==> config.mk <==
export PLATFORM = sky130hd
export DESIGN_NAME = bcc_exec
export DESIGN_NICKNAME = d
export VERILOG_FILES = /design/src/bcc_phase_gen.v /design/src/bcc_exec.v
export VERILOG_INCLUDE_DIRS = /design/src
export SDC_FILE = /design/constraint.sdc
export NUM_CORES = 1
export LEC_CHECK = 0
export ABC_CLOCK_PERIOD_IN_PS = 3200
export BUFFER_PORTS_ARGS = -buffer_cell sky130_fd_sc_hd__buf_2
export CORE_ASPECT_RATIO = 0.75
export CORE_MARGIN = 5
export CORE_UTILIZATION = 44
export DETAILED_ROUTE_END_ITERATION = 7
export PLACE_DENSITY = 0.7
export SLEW_MARGIN = 20
export SYNTH_ARGS = -nofsm -noshare
export SYNTH_HDL_FRONTEND = slang
export SYNTH_HIERARCHICAL = 1
export SYNTH_SLANG_ARGS = --single-unit
==> constraint.sdc <==
create_clock -name core_clk_in -period 3.2 [get_ports core_clk_in]
set_input_delay 0 -clock core_clk_in [delete_from_list [all_inputs] [get_ports core_clk_in]]
set_output_delay 0 -clock core_clk_in [all_outputs]
set_load 0.02 [all_outputs]
==> src/bcc_defines.vh <==
// constants for the branch / call / clear execution block
`ifndef BCC_DEFINES_VH
`define BCC_DEFINES_VH
// ----------------------------------------
// opcode patterns
// ----------------------------------------
`define BCC_OP_BR_ZERO_HI   8'hE0
`define BCC_OP_BR_OVF_HI    8'hE4
`define BCC_OP_CALL_HI7     7'h76
`define BCC_OP_CALL2_HI4    4'hF
`define BCC_OP_CLR_FILE_HI7 7'h35
`define BCC_OP_WD_CLEAR     16'h0004
`define BCC_IR_IDLE         16'hFFFF
// ----------------------------------------
// field positions inside the instruction words
// ----------------------------------------
`define BCC_F_OPHI8       15:8
`define BCC_F_OPHI7       15:9
`define BCC_F_OPHI4       15:12
`define BCC_F_LOWBYTE     7:0
`define BCC_F_SEL         8
`define BCC_F_SIGN        7
`define BCC_F_KHIGH       11:0
`define BCC_SEXT_W        12
// ----------------------------------------
// widths, phases and reset values
// ----------------------------------------
`define BCC_PC_W          21
`define BCC_PH_W          4
`define BCC_PH_Q1         4'h1
`define BCC_PH_Q2         4'h2
`define BCC_PH_Q3         4'h4
`define BCC_PH_Q4         4'h8
`define BCC_PC_RST        21'h000000
`define BCC_PC_STEP       21'h000002
`define BCC_CALL_RET      21'h000004
`define BCC_BYTE_ZERO     8'h00
`define BCC_ZERO_BIT      2
`define BCC_OV_BIT        3
`endif

==> src/bcc_phase_gen.v <==
// four-phase instruction cycle generator
`include "bcc_defines.vh"
module bcc_phase_gen
(
  input  wire                  core_clk_in,
  input  wire                  sys_rst_in,
  output reg  [`BCC_PH_W-1:0]  phase_out
);
  // ----------------------------------------
  // one-hot rotating phase
  // ----------------------------------------
  always @(posedge core_clk_in)
  begin
    if (sys_rst_in)
      phase_out <= `BCC_PH_Q1;
    else
      phase_out <= {phase_out[`BCC_PH_W-2:0], phase_out[`BCC_PH_W-1]};
  end
endmodule

==> src/bcc_exec.v <==
// execution of relative branches, two-word call, register clear and watchdog clear
`include "bcc_defines.vh"
module bcc_exec
(
  input  wire                  core_clk_in,
  input  wire                  sys_rst_in,
  input  wire [15:0]           instr_word_in,
  input  wire [15:0]           second_word_in,
  input  wire                  instr_valid_in,
  input  wire [`BCC_PC_W-1:0]  pc_incr_in,
  input  wire [7:0]            status_in,
  input  wire [7:0]            working_in,
  input  wire [7:0]            bank_select_register_in,
  output reg  [`BCC_PC_W-1:0]  pc_out,
  output reg                   pc_write_out,
  output reg                   push_out,
  output reg  [`BCC_PC_W-1:0]  top_of_return_stack_out,
  output reg  [7:0]            working_shadow_out,
  output reg  [7:0]            status_shadow_out,
  output reg  [7:0]            bank_select_shadow_out,
  output reg                   clr_write_out,
  output reg  [7:0]            clr_addr_out,
  output reg                   clr_bank_out,
  output reg  [7:0]            clr_data_out,
  output reg                   zero_set_out,
  output reg                   watchdog_counter_clr_out,
  output reg                   postscaler_clr_out,
  output reg                   timeout_flag_n_set_out,
  output reg                   powerdown_flag_n_set_out,
  output reg                   busy_out,
  output reg  [`BCC_PH_W-1:0]  phase_out
);
  // ----------------------------------------
  // state machine codes
  // ----------------------------------------
  localparam ST_EXEC = 2'b01;
  localparam ST_NOP  = 2'b10;

  wire [`BCC_PH_W-1:0] phase;
  reg  [1:0]           state;
  reg  [1:0]           next_state;
  reg  [15:0]          ir;
  reg  [7:0]           k_low;
  reg                  save_sel;

  bcc_phase_gen u_phase
  (
    .core_clk_in (core_clk_in),
    .sys_rst_in  (sys_rst_in),
    .phase_out   (phase)
  );

  // ----------------------------------------
  // fields of the latched and second words
  // ----------------------------------------
  // the second call word is read live, so it must stand from phase two to phase four
  wire [7:0]           op_hi8    = ir[`BCC_F_OPHI8];
  wire [6:0]           op_hi7    = ir[`BCC_F_OPHI7];
  wire [3:0]           w2_hi4    = second_word_in[`BCC_F_OPHI4];
  wire [7:0]           lit_low   = ir[`BCC_F_LOWBYTE];
  wire                 sel_bit   = ir[`BCC_F_SEL];
  wire [11:0]          k_high    = second_word_in[`BCC_F_KHIGH];
  wire                 zero_flag = status_in[`BCC_ZERO_BIT];
  wire                 ovf_flag  = status_in[`BCC_OV_BIT];
  wire [`BCC_PC_W-1:0] br_offset = {{`BCC_SEXT_W{lit_low[`BCC_F_SIGN]}}, lit_low, 1'b0};

  // ----------------------------------------
  // decode of the latched word, with the call also checking the live second word
  // ----------------------------------------
  wire is_br_zero  = (op_hi8 == `BCC_OP_BR_ZERO_HI);
  wire is_br_ovf   = (op_hi8 == `BCC_OP_BR_OVF_HI);
  wire is_call     = (op_hi7 == `BCC_OP_CALL_HI7) && (w2_hi4 == `BCC_OP_CALL2_HI4);
  wire is_clr_file = (op_hi7 == `BCC_OP_CLR_FILE_HI7);
  wire is_wdclr    = (ir == `BCC_OP_WD_CLEAR);
  wire br_taken    = (is_br_zero && zero_flag)
                     || (is_br_ovf && ovf_flag);
  // pc_incr_in already points past the branch word
  wire [`BCC_PC_W-1:0] br_target = pc_incr_in + br_offset;
  wire [`BCC_PC_W-1:0] ret_addr  = pc_incr_in - `BCC_PC_STEP
                  + `BCC_CALL_RET;

  // ----------------------------------------
  // next state
  // ----------------------------------------
  // a taken branch or call throws away the word fetched behind it, hence the
  // dead cycle that follows; no word is sampled during those four clocks
  always @*
  begin
    next_state = state;
    case (state)
      ST_EXEC:
        if (phase == `BCC_PH_Q4 && (br_taken || is_call))
          next_state = ST_NOP;
      ST_NOP:
        if (phase == `BCC_PH_Q4)
          next_state = ST_EXEC;
      default:
        next_state = ST_EXEC;
    endcase
  end

  // ----------------------------------------
  // per-phase actions; strobe outputs other than busy_out are one-cycle pulses
  // ----------------------------------------
  always @(posedge core_clk_in)
  begin
    if (sys_rst_in)
    begin
      state                    <= ST_EXEC;
      ir                       <= `BCC_IR_IDLE;
      k_low                    <= `BCC_BYTE_ZERO;
      save_sel                 <= 1'b0;
      pc_out                   <= `BCC_PC_RST;
      pc_write_out             <= 1'b0;
      push_out                 <= 1'b0;
      top_of_return_stack_out  <= `BCC_PC_RST;
      working_shadow_out       <= `BCC_BYTE_ZERO;
      status_shadow_out        <= `BCC_BYTE_ZERO;
      bank_select_shadow_out   <= `BCC_BYTE_ZERO;
      clr_write_out            <= 1'b0;
      clr_addr_out             <= `BCC_BYTE_ZERO;
      clr_bank_out             <= 1'b0;
      clr_data_out             <= `BCC_BYTE_ZERO;
      zero_set_out             <= 1'b0;
      watchdog_counter_clr_out <= 1'b0;
      postscaler_clr_out       <= 1'b0;
      timeout_flag_n_set_out   <= 1'b0;
      powerdown_flag_n_set_out <= 1'b0;
      busy_out                 <= 1'b0;
      phase_out                <= `BCC_PH_Q1;
    end
    else
    begin
      state                    <= next_state;
      phase_out                <= phase;
      pc_write_out             <= 1'b0;
      push_out                 <= 1'b0;
      clr_write_out            <= 1'b0;
      zero_set_out             <= 1'b0;
      watchdog_counter_clr_out <= 1'b0;
      postscaler_clr_out       <= 1'b0;
      timeout_flag_n_set_out   <= 1'b0;
      powerdown_flag_n_set_out <= 1'b0;
      busy_out                 <= (state == ST_NOP);
      // invalid word loads the idle word, which decodes as nothing in the exec cycle
      if (state == ST_EXEC && phase == `BCC_PH_Q1)
        ir <= instr_valid_in ? instr_word_in : `BCC_IR_IDLE;
      if (state == ST_EXEC)
      begin
        // ----------------------------------------
        // call sequence, phases two and three
        // ----------------------------------------
        // the save bit is latched with the low byte so phase three sees a settled copy
        if (phase == `BCC_PH_Q2 && is_call)
        begin
          k_low    <= lit_low;
          save_sel <= sel_bit;
        end
        if (phase == `BCC_PH_Q3 && is_call)
        begin
          push_out                <= 1'b1;
          top_of_return_stack_out <= ret_addr;
          if (save_sel)
          begin
            working_shadow_out     <= working_in;
            status_shadow_out      <= status_in;
            bank_select_shadow_out <= bank_select_register_in;
          end
        end
        // ----------------------------------------
        // phase-four writes
        // ----------------------------------------
        // strobes leave one clock after this edge; the pc, file and watchdog
        // owners outside act on them, so each strobe lasts exactly one clock
        if (phase == `BCC_PH_Q4)
        begin
          if (is_call)
          begin
            pc_write_out <= 1'b1;
            pc_out       <= {k_high, k_low, 1'b0};
          end
          else if (br_taken)
          begin
            pc_write_out <= 1'b1;
            pc_out       <= br_target;
          end
          else
            pc_out <= pc_incr_in;
          if (is_clr_file)
          begin
            clr_write_out <= 1'b1;
            clr_addr_out  <= lit_low;
            clr_bank_out  <= sel_bit;
            clr_data_out  <= `BCC_BYTE_ZERO;
            zero_set_out  <= 1'b1;
          end
          if (is_wdclr)
          begin
            watchdog_counter_clr_out <= 1'b1;
            postscaler_clr_out       <= 1'b1;
            timeout_flag_n_set_out   <= 1'b1;
            powerdown_flag_n_set_out <= 1'b1;
          end
        end
      end
    end
  end
endmodule

### After elaboration in Yosys (flattened, before gate mapping)

Index checks and enable logic that the tools add are counted.

* add/sub/neg operators: 3
* equality and inequality tests: 14
* multiplexer cells: 11
* bitwise operators: 2
* reductions and logical operators: 17

Operator list (count)
* 2-to-1 mux 21 bit: 2
* adder 21 bit: 1
* adder 21 x 3 -> 21 bit (second input constant): 1
* subtractor 21 x 2 -> 21 bit (second input constant): 1
* == test 16 x 3 -> 1 bit (second input constant): 1
* == test 8 bit (second input constant): 2
* 2-to-1 mux 16 bit: 1
* == test 4 bit (second input constant): 2
* AND reduction 2 bit: 4
* == test 7 x 6 -> 1 bit (second input constant): 1
* == test 7 bit (second input constant): 1
* logical AND 1 bit: 7
* AND reduction 3 bit: 2
* 2-to-1 mux 1 bit: 5
* == test 4 x 1 -> 1 bit (second input constant): 1
* == test 4 x 2 -> 1 bit (second input constant): 1
* == test 4 x 3 -> 1 bit (second input constant): 1
* 2-to-1 mux 2 bit: 2
* inequality test 2 bit (second input constant): 2
* case mux 2 bit (2 select lines): 1
* OR reduction 3 bit: 1
* == test 2 x 1 -> 1 bit (second input constant): 1
* == test 2 bit (second input constant): 1
* logical OR 1 bit: 2
* other kinds (2): 3

* bits in registers: 115
* input port bits: 80
* output and inout bits: 96
* word-level logic and storage cells: 65

### Depth between registers and ports, before layout

Gate-level depths: netlist of run 1.

* word-level depth: 7
* depth in mapped cells: 10
* depth with buffers taken out: 10

### Cells and area by module

The synthesis of run 1 kept the hierarchy.

By module, submodules not included
* bcc_exec: times used 1, cells each 677, area each 5754.3 µm², sequential area each 2222.1 µm²
* bcc_phase_gen: times used 1, cells each 8, area each 112.6 µm², sequential area each 80.1 µm²

### Worst setup path after synthesis of run 1

No wires, ideal clock.

* path type: register -> register
* from: register ir[7]
* to: register pc_out[15]
* library setup time: 0.117 ns
* arrival: 2.234 ns
* data required time: 3.083 ns
* slack: 0.849 ns
* stages on the path, launching flop included: 10
* buffers on the path: 1
* period minus slack after synthesis: 2.351 ns
* path through: dfxtp_1 ha_1 buf_2 a21o_1 a211o_1 o22a_1 o31ai_4 xnor2_1 a21oi_1 a22o_1

* word-level cells in the longest chain between the ends: 3

Ends and longest elaborated chain
* from (decl): RTL line bcc_exec.v:42 `reg [15:0] ir;`
* from (signal assigned): RTL line bcc_exec.v:110 `` ir <= `BCC_IR_IDLE; ``
* from (signal assigned): RTL line bcc_exec.v:147 `` ir <= instr_valid_in ? instr_word_in : `BCC_IR_IDLE; ``
* adder 21 bit: RTL line bcc_exec.v:78 `` wire [`BCC_PC_W-1:0] br_target = pc_incr_in + br_offset; ``
* 2-to-1 mux 21 bit: RTL line bcc_exec.v:182 `else if (br_taken)`
* 2-to-1 mux 21 bit: RTL line bcc_exec.v:177 `if (is_call)`
* to (signal assigned): RTL line bcc_exec.v:180 `pc_out <= {k_high, k_low, 1'b0};`
* to (signal assigned): RTL line bcc_exec.v:185 `pc_out <= br_target;`
* to (signal assigned): RTL line bcc_exec.v:188 `pc_out <= pc_incr_in;`
* to (decl): RTL line bcc_exec.v:14 `` output reg [`BCC_PC_W-1:0] pc_out, ``

Every way passes these cells.
A chain may end at the register's enable or synchronous reset.

### Final worst setup path of run 1

* from: register u_phase.phase_out[1]
* to: register pc_out[19]

* word-level cells in the longest chain between the ends: 2

Ends and longest elaborated chain
* from (decl): RTL line bcc_phase_gen.v:7 `` output reg [`BCC_PH_W-1:0] phase_out ``
* from (signal assigned): RTL line bcc_phase_gen.v:15 `` phase_out <= `BCC_PH_Q1; ``
* from (signal assigned): RTL line bcc_phase_gen.v:17 `` phase_out <= {phase_out[`BCC_PH_W-2:0], phase_out[`BCC_PH_W-1]}; ``
* == test 4 bit (no line)
* AND reduction 2 bit (no line)
* to (signal assigned): RTL line bcc_exec.v:113 `` pc_out <= `BCC_PC_RST; ``
* to (signal assigned): RTL line bcc_exec.v:180
* to (signal assigned): RTL line bcc_exec.v:185

Every way passes these cells.

==> key figures, run 1 <==
Status
  – Status: finished clean

Timing
  – Setup-violating endpoint count in the final report: 0
  – Pins Over Slew Limit: 0
  – Post-route clock period utilization: 86.87%
  – Setup TNS: 0 ns
  – Normalized max-slew margin: just over 40%
  – Transition at the pin with the smallest max-transition slack: 0.8831 ns
  – Highest Clock Rate: 359.7 MHz
  – Worst clock skew: 0.01209 ns
  – Final setup slack of the worst path: 0.4203 ns
  – Tmin final: between 2 and 3 ns
  – Number of hold violations in the final report: 0
  – Setup repair after global routing missed its margin: no

Setup path
  – Worst reg-to-reg setup slack: ~0.42 ns
  – R2R Path End: pc_out[19]$_SDFFE_PP0P_
  – Kind of launch point of the worst setup path: register
  – Cell breakdown of the critical path: or4b_4 -> or2_1 -> nor2_8 -> o221ai_1 -> dlygate4sd3_1 -> o21ai_0
  – CP Capture Type: register
  – Launch point of the worst reg-to-reg path: u_phase/phase_out[1]$_SDFF_PP0_
  – Worst-path cell with the longest stage delay: sky130_fd_sc_hd__dlygate4sd3_1
  – Category of the critical setup timing path: register to register
  – Arr. time, crit path: ~3.1 ns
  – Worst reg2reg path depth: 6
  – Endpoint required time on the critical path: around 3.5 ns
  – Maximum fanout encountered on the critical timing path: 17
  – Biggest cell delay along the critical path: 0.61 ns

Drt
  – Ratio of routed vias to standard cells: 5.302
  – Pre-Repair DR Iteration Count: 5
  – DRT Wirelength: about 18000 um
  – Remaining antenna violation count after routing: 0
  – Average routed wire per standard cell: 16.55 um
  – Number of remaining DRC errors: 0
  – Count of vias placed by the detailed router: 5705
  – Drt initial violations: 463

Run
  – Max Cap Viol: 0

Power
  – Switching power as a share of total power: ~26%
  – Internal: between 0.002 and 0.003 W
  – Sequential share of power: a little under two fifths
  – Leakage Power: 3.415 nW
  – Sw Pwr: 0.001011 W
  – Largest voltage drop on the vdd net: slightly below 0.4 mV
  – Pwr dens: 495.4 nW/um2
  – Comb power frac: 11.3%
  – Fraction of power consumed by the clock network: 51.1%

Synth
  – Proportion of synthesized flip-flops having asynchronous set or reset: 0%
  – Most frequent cell after synthesis: sky130_fd_sc_hd__dfxtp_1
  – Most common flop cell mapped by yosys: sky130_fd_sc_hd__dfxtp_1
  – Distinct cell type count after synthesis: 66
  – Cell area after synthesis: just under 6000 um2
  – Simple-gate portion of the synthesized area: 23.33%
  – Mux share of post-synthesis cell area: around 3.8%
  – Compound-cell area share of the yosys netlist: a little under a fifth
  – Cell type contributing the most total cell area after synthesis: sky130_fd_sc_hd__dfxtp_1
  – Xor and xnor fraction of the mapped netlist area: 4.628%
  – Post-synthesis share of cell area spent on full adders, half adders and majority gates: 4.607%
  – Post-synthesis average cell area: 8.565 um2
  – Top cell types by occurrence after synthesis: 115 x sky130_fd_sc_hd__dfxtp_1, 90 x sky130_fd_sc_hd__nand2_1, 82 x sky130_fd_sc_hd__nor2_1
  – Gate count after technology mapping: 685
  – Cell types occupying the most area after synthesis: sky130_fd_sc_hd__dfxtp_1 39%, sky130_fd_sc_hd__nand2_1 5.8%, sky130_fd_sc_hd__nor2_1 5.2%, sky130_fd_sc_hd__a21oi_1 5.2%, sky130_fd_sc_hd__ha_1 4.3%
  – Post-synthesis sequential element count: 115
  – Syn. warnings: 6
  – Part of the Yosys area used for sequential elements: 39.24%
  – Number of flops mapped to enable cells by yosys: 0
  – Share of the synthesized area in the top cell type: 39.24%
  – Largest family of logic cells by synthesized area: simple AND/OR/NAND/NOR gates

Finish
  – Fraction of final layout cells sized beyond drive strength 1: 24.97%
  – Post-layout nets: 993
  – Area grow syn2layout: 34.29%
  – Fillers: between 1000 and 1500
  – Number of diodes added for antenna fixing: 0
  – End-of-flow core utilization: 60.52%
  – Finished layout cell area: 7879 um2

Global route
  – Total track usage: 22.12%
  – Vias in the first global route: 5288
  – Antenna violations before repair: 0
  – Overall overflow remaining after global route: 0
  – Maximum number of pins on one net before global-route repair: 74
  – First-pass GRT wire length: 27340 um

Die
  – IO Count: approximately 180
  – Initial cell density of the core: between 40% and 50%
  – Placeable core region: 13020 um2
  – Die outline area: between 15000 and 20000 um2
  – Number of rows in the core area: 36
  – Height of the die: 110 um
  – Die outline width: between 100 and 150 um

Worst hold path
  – Hold wc startpoint: pc_incr_in[19]
  – Number of instances on the worst hold path: 3
  – HP Class: primary input to register
  – Hold-critical path endpoint: top_of_return_stack_out[19]$_SDFFE_PP0P_

CTS
  – TritonCTS Buffers: 17
  – Clock latency of the later-clocked register in the worst-skew pair: 0.41 ns
  – TritonCTS clock tree: done
  – # Post-CTS Setup Buffers: 0
  – Number of clock sinks: roughly 120
  – Max Buffers Root-to-Sink: 2
  – Library cell used as clock root buffer: sky130_fd_sc_hd__clkbuf_16
  – Total number of H-tree levels: 4
  – Clock-pin slew of the registers on the worst-case setup and hold paths: 0.06 ns

Place
  – Worst Setup Slack post-DPL: 0.7493 ns
  – Detailed-placement wirelength estimate: 12550 um
  – Placed cell area: 6716 um2
  – Routability congestion estimate from global placement: approximately 0.94
  – Count of buffers inserted at the top-level ports: 167
[worst max path at each step]
| stage | startpoint | depth (start not counted) | endpoint |
|---|---|---|---|
| after floorplan | ir[7]$_SDFFE_PP1P_ | 9 | pc_out[15]$_SDFFE_PP0P_ |
| after global placement | ir[15]$_SDFFE_PP1P_ | 5 | top_of_return_stack_out[20]$_SDFFE_PP0P_ |
| after detailed placement | ir[15]$_SDFFE_PP1P_ | 5 | top_of_return_stack_out[8]$_SDFFE_PP0P_ |
| after CTS | u_phase/phase_out[1]$_SDFF_PP0_ | 6 | pc_out[19]$_SDFFE_PP0P_ |
| after global routing | u_phase/phase_out[1]$_SDFF_PP0_ | 6 | pc_out[19]$_SDFFE_PP0P_ |
| final | u_phase/phase_out[1]$_SDFF_PP0_ | 6 | pc_out[19]$_SDFFE_PP0P_ |
[layout by cell type (no fill, tap or decap), types with 4 or more instances in the layout]
| cell | n |
|---|---|
| sky130_fd_sc_hd__nor2b_1 | 7 |
| sky130_fd_sc_hd__nor3_1 | 10 |
| sky130_fd_sc_hd__ha_1 | 20 |
| sky130_fd_sc_hd__dfxtp_1 | 115 |
| sky130_fd_sc_hd__nor2_1 | 82 |
| sky130_fd_sc_hd__a221o_1 | 4 |
| sky130_fd_sc_hd__nor3b_1 | 18 |
| sky130_fd_sc_hd__inv_6 | 4 |
| sky130_fd_sc_hd__o22ai_1 | 4 |
| sky130_fd_sc_hd__xnor2_1 | 14 |
| sky130_fd_sc_hd__o21bai_1 | 18 |
| sky130_fd_sc_hd__dlygate4sd3_1 | 54 |
| sky130_fd_sc_hd__a21oi_1 | 61 |
| sky130_fd_sc_hd__nand3b_1 | 4 |
| sky130_fd_sc_hd__and3_1 | 11 |
| sky130_fd_sc_hd__mux2i_1 | 21 |
| sky130_fd_sc_hd__nand4_1 | 10 |
| sky130_fd_sc_hd__or3_1 | 7 |
| sky130_fd_sc_hd__buf_4 | 8 |
| sky130_fd_sc_hd__clkbuf_16 | 17 |
| sky130_fd_sc_hd__xor2_1 | 17 |
| sky130_fd_sc_hd__a21o_1 | 7 |
| sky130_fd_sc_hd__o21ai_1 | 5 |
| sky130_fd_sc_hd__conb_1 | 8 |
| sky130_fd_sc_hd__o21ai_0 | 14 |
| sky130_fd_sc_hd__o221ai_1 | 4 |
| sky130_fd_sc_hd__inv_1 | 6 |
| sky130_fd_sc_hd__a211oi_1 | 21 |
| sky130_fd_sc_hd__o211ai_1 | 5 |
| sky130_fd_sc_hd__nand3_1 | 10 |
| sky130_fd_sc_hd__nand2_1 | 90 |
| sky130_fd_sc_hd__buf_2 | 166 |
[metrics by stage]
stage | total power [W] | std cells | hold WS, ns
2_1_floorplan | 0.001749 | 692 | 0.09561
3_5_place_dp | 0.001879 | 990 | 0.2497
5_1_grt | 0.004040 | 1076 | 0.03325
3_3_place_gp | 0.001878 | 990 | 0.2452
6_report | 0.003903 | 1076 | 0.01287
4_1_cts | 0.003918 | 1076 | 0.004609
[critical path, delay by kind of cell (launching register included)]
family,cells,cell delay (ns)
DFF,1,0.37
buffers and inverters,1,0.61
AOI/OAI and AO/OA,2,0.34
and+or+nand+nor,3,1.37
[state kept, by name, summed over array words and instances (netlist names), 2 cells and up]
name and count:
u_phase/phase_out 4, clr_addr_out 8, working_shadow_out 8, bank_select_shadow_out 8, status_shadow_out 8, k_low 8, top_of_return_stack_out 21, state 2
ir 16, phase_out 4, pc_out 21
[per-layer routing]
metal  wire, um  share of wire (%)  global-route usage [%]  vias to the layer above
met1       8504                 48                   31.79                     2617
met2       7551                 42                   32.84                      213
met3       1408                7.9                   4.787                       34
li1           -                  -                       -                     2841
met4        343                1.9                   7.796                        0
met5          0                  0                       0                        -
[power groups by stage]
stage	clock network, W	registers [W]	logic, W
after CTS	0.00202	0.00147	0.000435
after floorplan	0	0.00150	0.000250
after global placement	0	0.00150	0.000381
after detailed placement	0	0.00150	0.000381
final	0.00199	0.00147	0.000442
after global routing	0.00209	0.00147	0.000482
[logic make-up after synthesis]
family,Yosys count
buffers and inverters,53
xor gates and xnor gates,31
adders and majority gates,21
AOI/OAI and AO/OA,166
DFF,115
and+or+nand+nor,276
other,1
muxes,22
[cell type report]
cell class              instances  area [um2]  area share [%]
inverters                       6       22.52          0.2859
well taps                     171       214.0           2.716
clock inverters                15       196.4           2.493
repair buffers                228        1431           18.17
multi-input cells             524        3287           41.72
clock buffers                  17       425.4           5.399
flip-flops and latches        115        2302           29.22
[timing repair]
item	4_1_cts	5_1_grt
gates resized for setup	0	0
hold endpoints to repair	53	0
hold buffers	54	0
Note: power is estimated with default switching activity, not from simulation.
==> run 2, diff against run 1 <==
ABC_AREA = 1   (was not set)
==> key figures, run 2 <==
Status
  – Status: finished clean

Drt
  – Met2 wire length: 8700 um
  – Pre-Repair DR Iteration Count: 5
  – Uppermost layer routed: met5
  – Remaining antenna violation count after routing: 0
  – Ratio of routed vias to standard cells: between 5 and 6
  – DRT Wirelength: 19750 um
  – Average routed wire per standard cell: 15.99 um
  – Number of remaining DRC errors: 0
  – Met3 wire length: ~1800 um
  – Count of vias placed by the detailed router: between 6000 and 7000
  – Drt initial violations: 544
  – M1 WL: 8819 um

CTS
  – TritonCTS clock tree: done
  – TritonCTS Buffers: 17
  – Total number of H-tree levels: 4
  – Hold-fix buffers, CTS: 64
  – Max Buffers Root-to-Sink: 2
  – Clock-pin slew of the registers on the worst-case setup and hold paths: about 0.050 ns
  – Library cell used as clock root buffer: sky130_fd_sc_hd__clkbuf_16
  – Clock latency of the later-clocked register in the worst-skew pair: 0.42 ns
  – # Post-CTS Setup Buffers: 0
  – Cells resized by post-CTS repair: 0
  – Number of clock sinks: 115

Timing
  – Worst clock skew: roughly 0.011 ns
  – Setup-violating endpoint count in the final report: 0
  – Post-route clock period utilization: 90.67%
  – Setup TNS: 0 ns
  – Tmin final: slightly below 3 ns
  – Normalized max-slew margin: 40.21%
  – Setup repair after global routing missed its margin: no
  – Highest Clock Rate: 344.7 MHz
  – Number of hold violations in the final report: 0
  – Transition at the pin with the smallest max-transition slack: 0.8947 ns
  – Pins Over Slew Limit: 0

Die
  – Initial cell density of the core: 45.26%
  – Die outline area: between 15000 and 20000 um2
  – Die outline width: 144.1 um
  – Height of the die: 110.6 um
  – Number of rows in the core area: 36
  – IO Count: approximately 180
  – Placeable core region: 13110 um2

Synth
  – Mux share of post-synthesis cell area: 0%
  – Post-synthesis share of cell area spent on full adders, half adders and majority gates: 4.556%
  – Cell area after synthesis: 5932 um2
  – Most frequent cell after synthesis: sky130_fd_sc_hd__nand2_1
  – Top cell types by occurrence after synthesis: 149 x sky130_fd_sc_hd__nand2_1, 115 x sky130_fd_sc_hd__dfxtp_1, 95 x sky130_fd_sc_hd__nor2_1
  – Share of the synthesized area in the top cell type: around 39%
  – Syn. warnings: 6
  – Gate count after technology mapping: 836
  – Cell types occupying the most area after synthesis: sky130_fd_sc_hd__dfxtp_1 39%, sky130_fd_sc_hd__nand2_1 9.4%, sky130_fd_sc_hd__a21oi_1 7.0%, sky130_fd_sc_hd__nor2_1 6.0%, sky130_fd_sc_hd__inv_1 4.6%
  – Compound-cell area share of the yosys netlist: between 20 and 25%
  – Post-synthesis average cell area: 7.096 um2
  – Number of flops mapped to enable cells by yosys: 0
  – Proportion of synthesized flip-flops having asynchronous set or reset: 0%
  – Distinct cell type count after synthesis: 36
  – Most common flop cell mapped by yosys: sky130_fd_sc_hd__dfxtp_1
  – Cell type contributing the most total cell area after synthesis: sky130_fd_sc_hd__dfxtp_1
  – Xor and xnor fraction of the mapped netlist area: 3.396%
  – Part of the Yosys area used for sequential elements: 38.81%
  – Largest family of logic cells by synthesized area: simple AND/OR/NAND/NOR gates
  – Simple-gate portion of the synthesized area: a little under a quarter
  – Post-synthesis sequential element count: 115

Finish
  – Combined area of the multi-input logic cells: 3109 um2
  – Fraction of final layout cells sized beyond drive strength 1: 21.05%
  – Fillers: 1171
  – Commonest cells after routing, fill and taps aside: 167 x sky130_fd_sc_hd__buf_2, 149 x sky130_fd_sc_hd__nand2_1, 115 x sky130_fd_sc_hd__dfxtp_1, 93 x sky130_fd_sc_hd__nor2_1, 83 x sky130_fd_sc_hd__a21oi_1
  – Register area: 2302 um2
  – Most frequent standard cell in the layout excluding fill and tap cells: sky130_fd_sc_hd__buf_2
  – Area grow syn2layout: 36.62%
  – Largest registers: pc_out: 21 flops, top_of_return_stack_out: 21 flops, ir: 16 flops
  – Number of diodes added for antenna fixing: 0
  – Post-layout nets: 1152

Run
  – Max Cap Viol: 0

Setup path
  – Kind of launch point of the worst setup path: register
  – Endpoint required time on the critical path: approximately 3.6 ns
  – CP Capture Type: register
  – Arr. time, crit path: 3.25 ns
  – Maximum fanout encountered on the critical timing path: 14
  – Category of the critical setup timing path: register to register

Power
  – Largest voltage drop on the vdd net: 0.4564 mV
  – Total design power: 0.004149 W
  – Comb power frac: roughly 14%
  – Pwr dens: 512.0 nW/um2
  – Fraction of power consumed by the clock network: 50.1%
  – Switching power as a share of total power: 25.82%
  – Sw Pwr: 0.001072 W
  – Sequential share of power: between 30% and 40%
  – Internal: between 0.003 and 0.004 W
  – Leakage Power: 3.868 nW

Global route
  – First-pass GRT wire length: between 30000 and 40000 um
  – Overall overflow remaining after global route: 0
  – Total track usage: 24.70%
  – Vias in the first global route: 6158
  – Maximum number of pins on one net before global-route repair: 79
  – Antenna violations before repair: 1

Worst hold path
  – HP Class: primary input to register

Place
  – Count of buffers inserted at the top-level ports: 167
  – Routability congestion estimate from global placement: 0.9656
  – Detailed-placement wirelength estimate: 13720 um
==> run 2: cell type report <==
type | count | area share (%)
clock buffers | 21 | 5.929
clock inverters | 11 | 2.146
inverters | 82 | 3.829
multi-input cells | 599 | 38.37
flip-flops and latches | 115 | 28.41
well taps | 171 | 2.640
repair buffers | 236 | 18.68
==> run 2: cell families after synthesis <==
logic type,Yosys count
buffers and inverters,129
adder cells (fa/ha/maj),21
XOR/XNOR,23
flip-flops,115
other,1
AND/OR/NAND/NOR,324
AO/OA/AOI/OAI,223
==> run 2: stage by stage <==
step	hold WS [ns]	setup WS, ns	std cells	cell area, um2	utilization, %
after floorplan	0.07135	1.338	843	5958	-
after global placement	0.2357	0.9275	1139	6807	51.93
after detailed placement	0.2427	0.8628	1139	6809	51.95
after CTS	0.003932	0.4114	1235	8104	61.83
after global routing	0.02960	0.1988	1235	8104	61.83
final	0.004795	0.2985	1235	8104	61.83
==> run 2: per-layer routing <==
metal / global-route usage (%) / vias up
li1: - / 3241
met1: 33.84 / 2863
met2: 38.03 / 275
met3: 6.093 / 41
met4: 7.905 / 2
met5: 0 / -
==> run 2: power groups by stage <==
stage / registers [W] / clock network, W / logic (W)
after global routing: 0.00149 / 0.00217 / 0.000652
after floorplan: 0.00152 / 0 / 0.000350
after detailed placement: 0.00152 / 0 / 0.000508
final: 0.00149 / 0.00208 / 0.000583
after global placement: 0.00152 / 0 / 0.000507
after CTS: 0.00149 / 0.00210 / 0.000571
==> run 2: critical path, cell delays in order, from the launching register on <==
cell and delay (ns):
sky130_fd_sc_hd__dfxtp_1 0.37, sky130_fd_sc_hd__inv_2 0.08, sky130_fd_sc_hd__nor4_4 0.27, sky130_fd_sc_hd__nand3_1 0.64, sky130_fd_sc_hd__inv_2 0.52, sky130_fd_sc_hd__nand2_1 0.09
sky130_fd_sc_hd__a41oi_1 0.25, sky130_fd_sc_hd__dlygate4sd3_1 0.60
==> run 2: final timing paths <==
check                                  start                                  endpoint  slack (ns)  depth (start not counted)
max reg2reg              ir[10]$_SDFFE_PP1P_                    pc_out[9]$_SDFFE_PP0P_        0.30                          7
min reg2reg  u_phase/phase_out[2]$_SDFF_PP0_           u_phase/phase_out[3]$_SDFF_PP0_        0.46                          2
min                           pc_incr_in[11]  top_of_return_stack_out[11]$_SDFFE_PP0P_       0.005                          4
max                      ir[10]$_SDFFE_PP1P_                    pc_out[9]$_SDFFE_PP0P_        0.30                          7
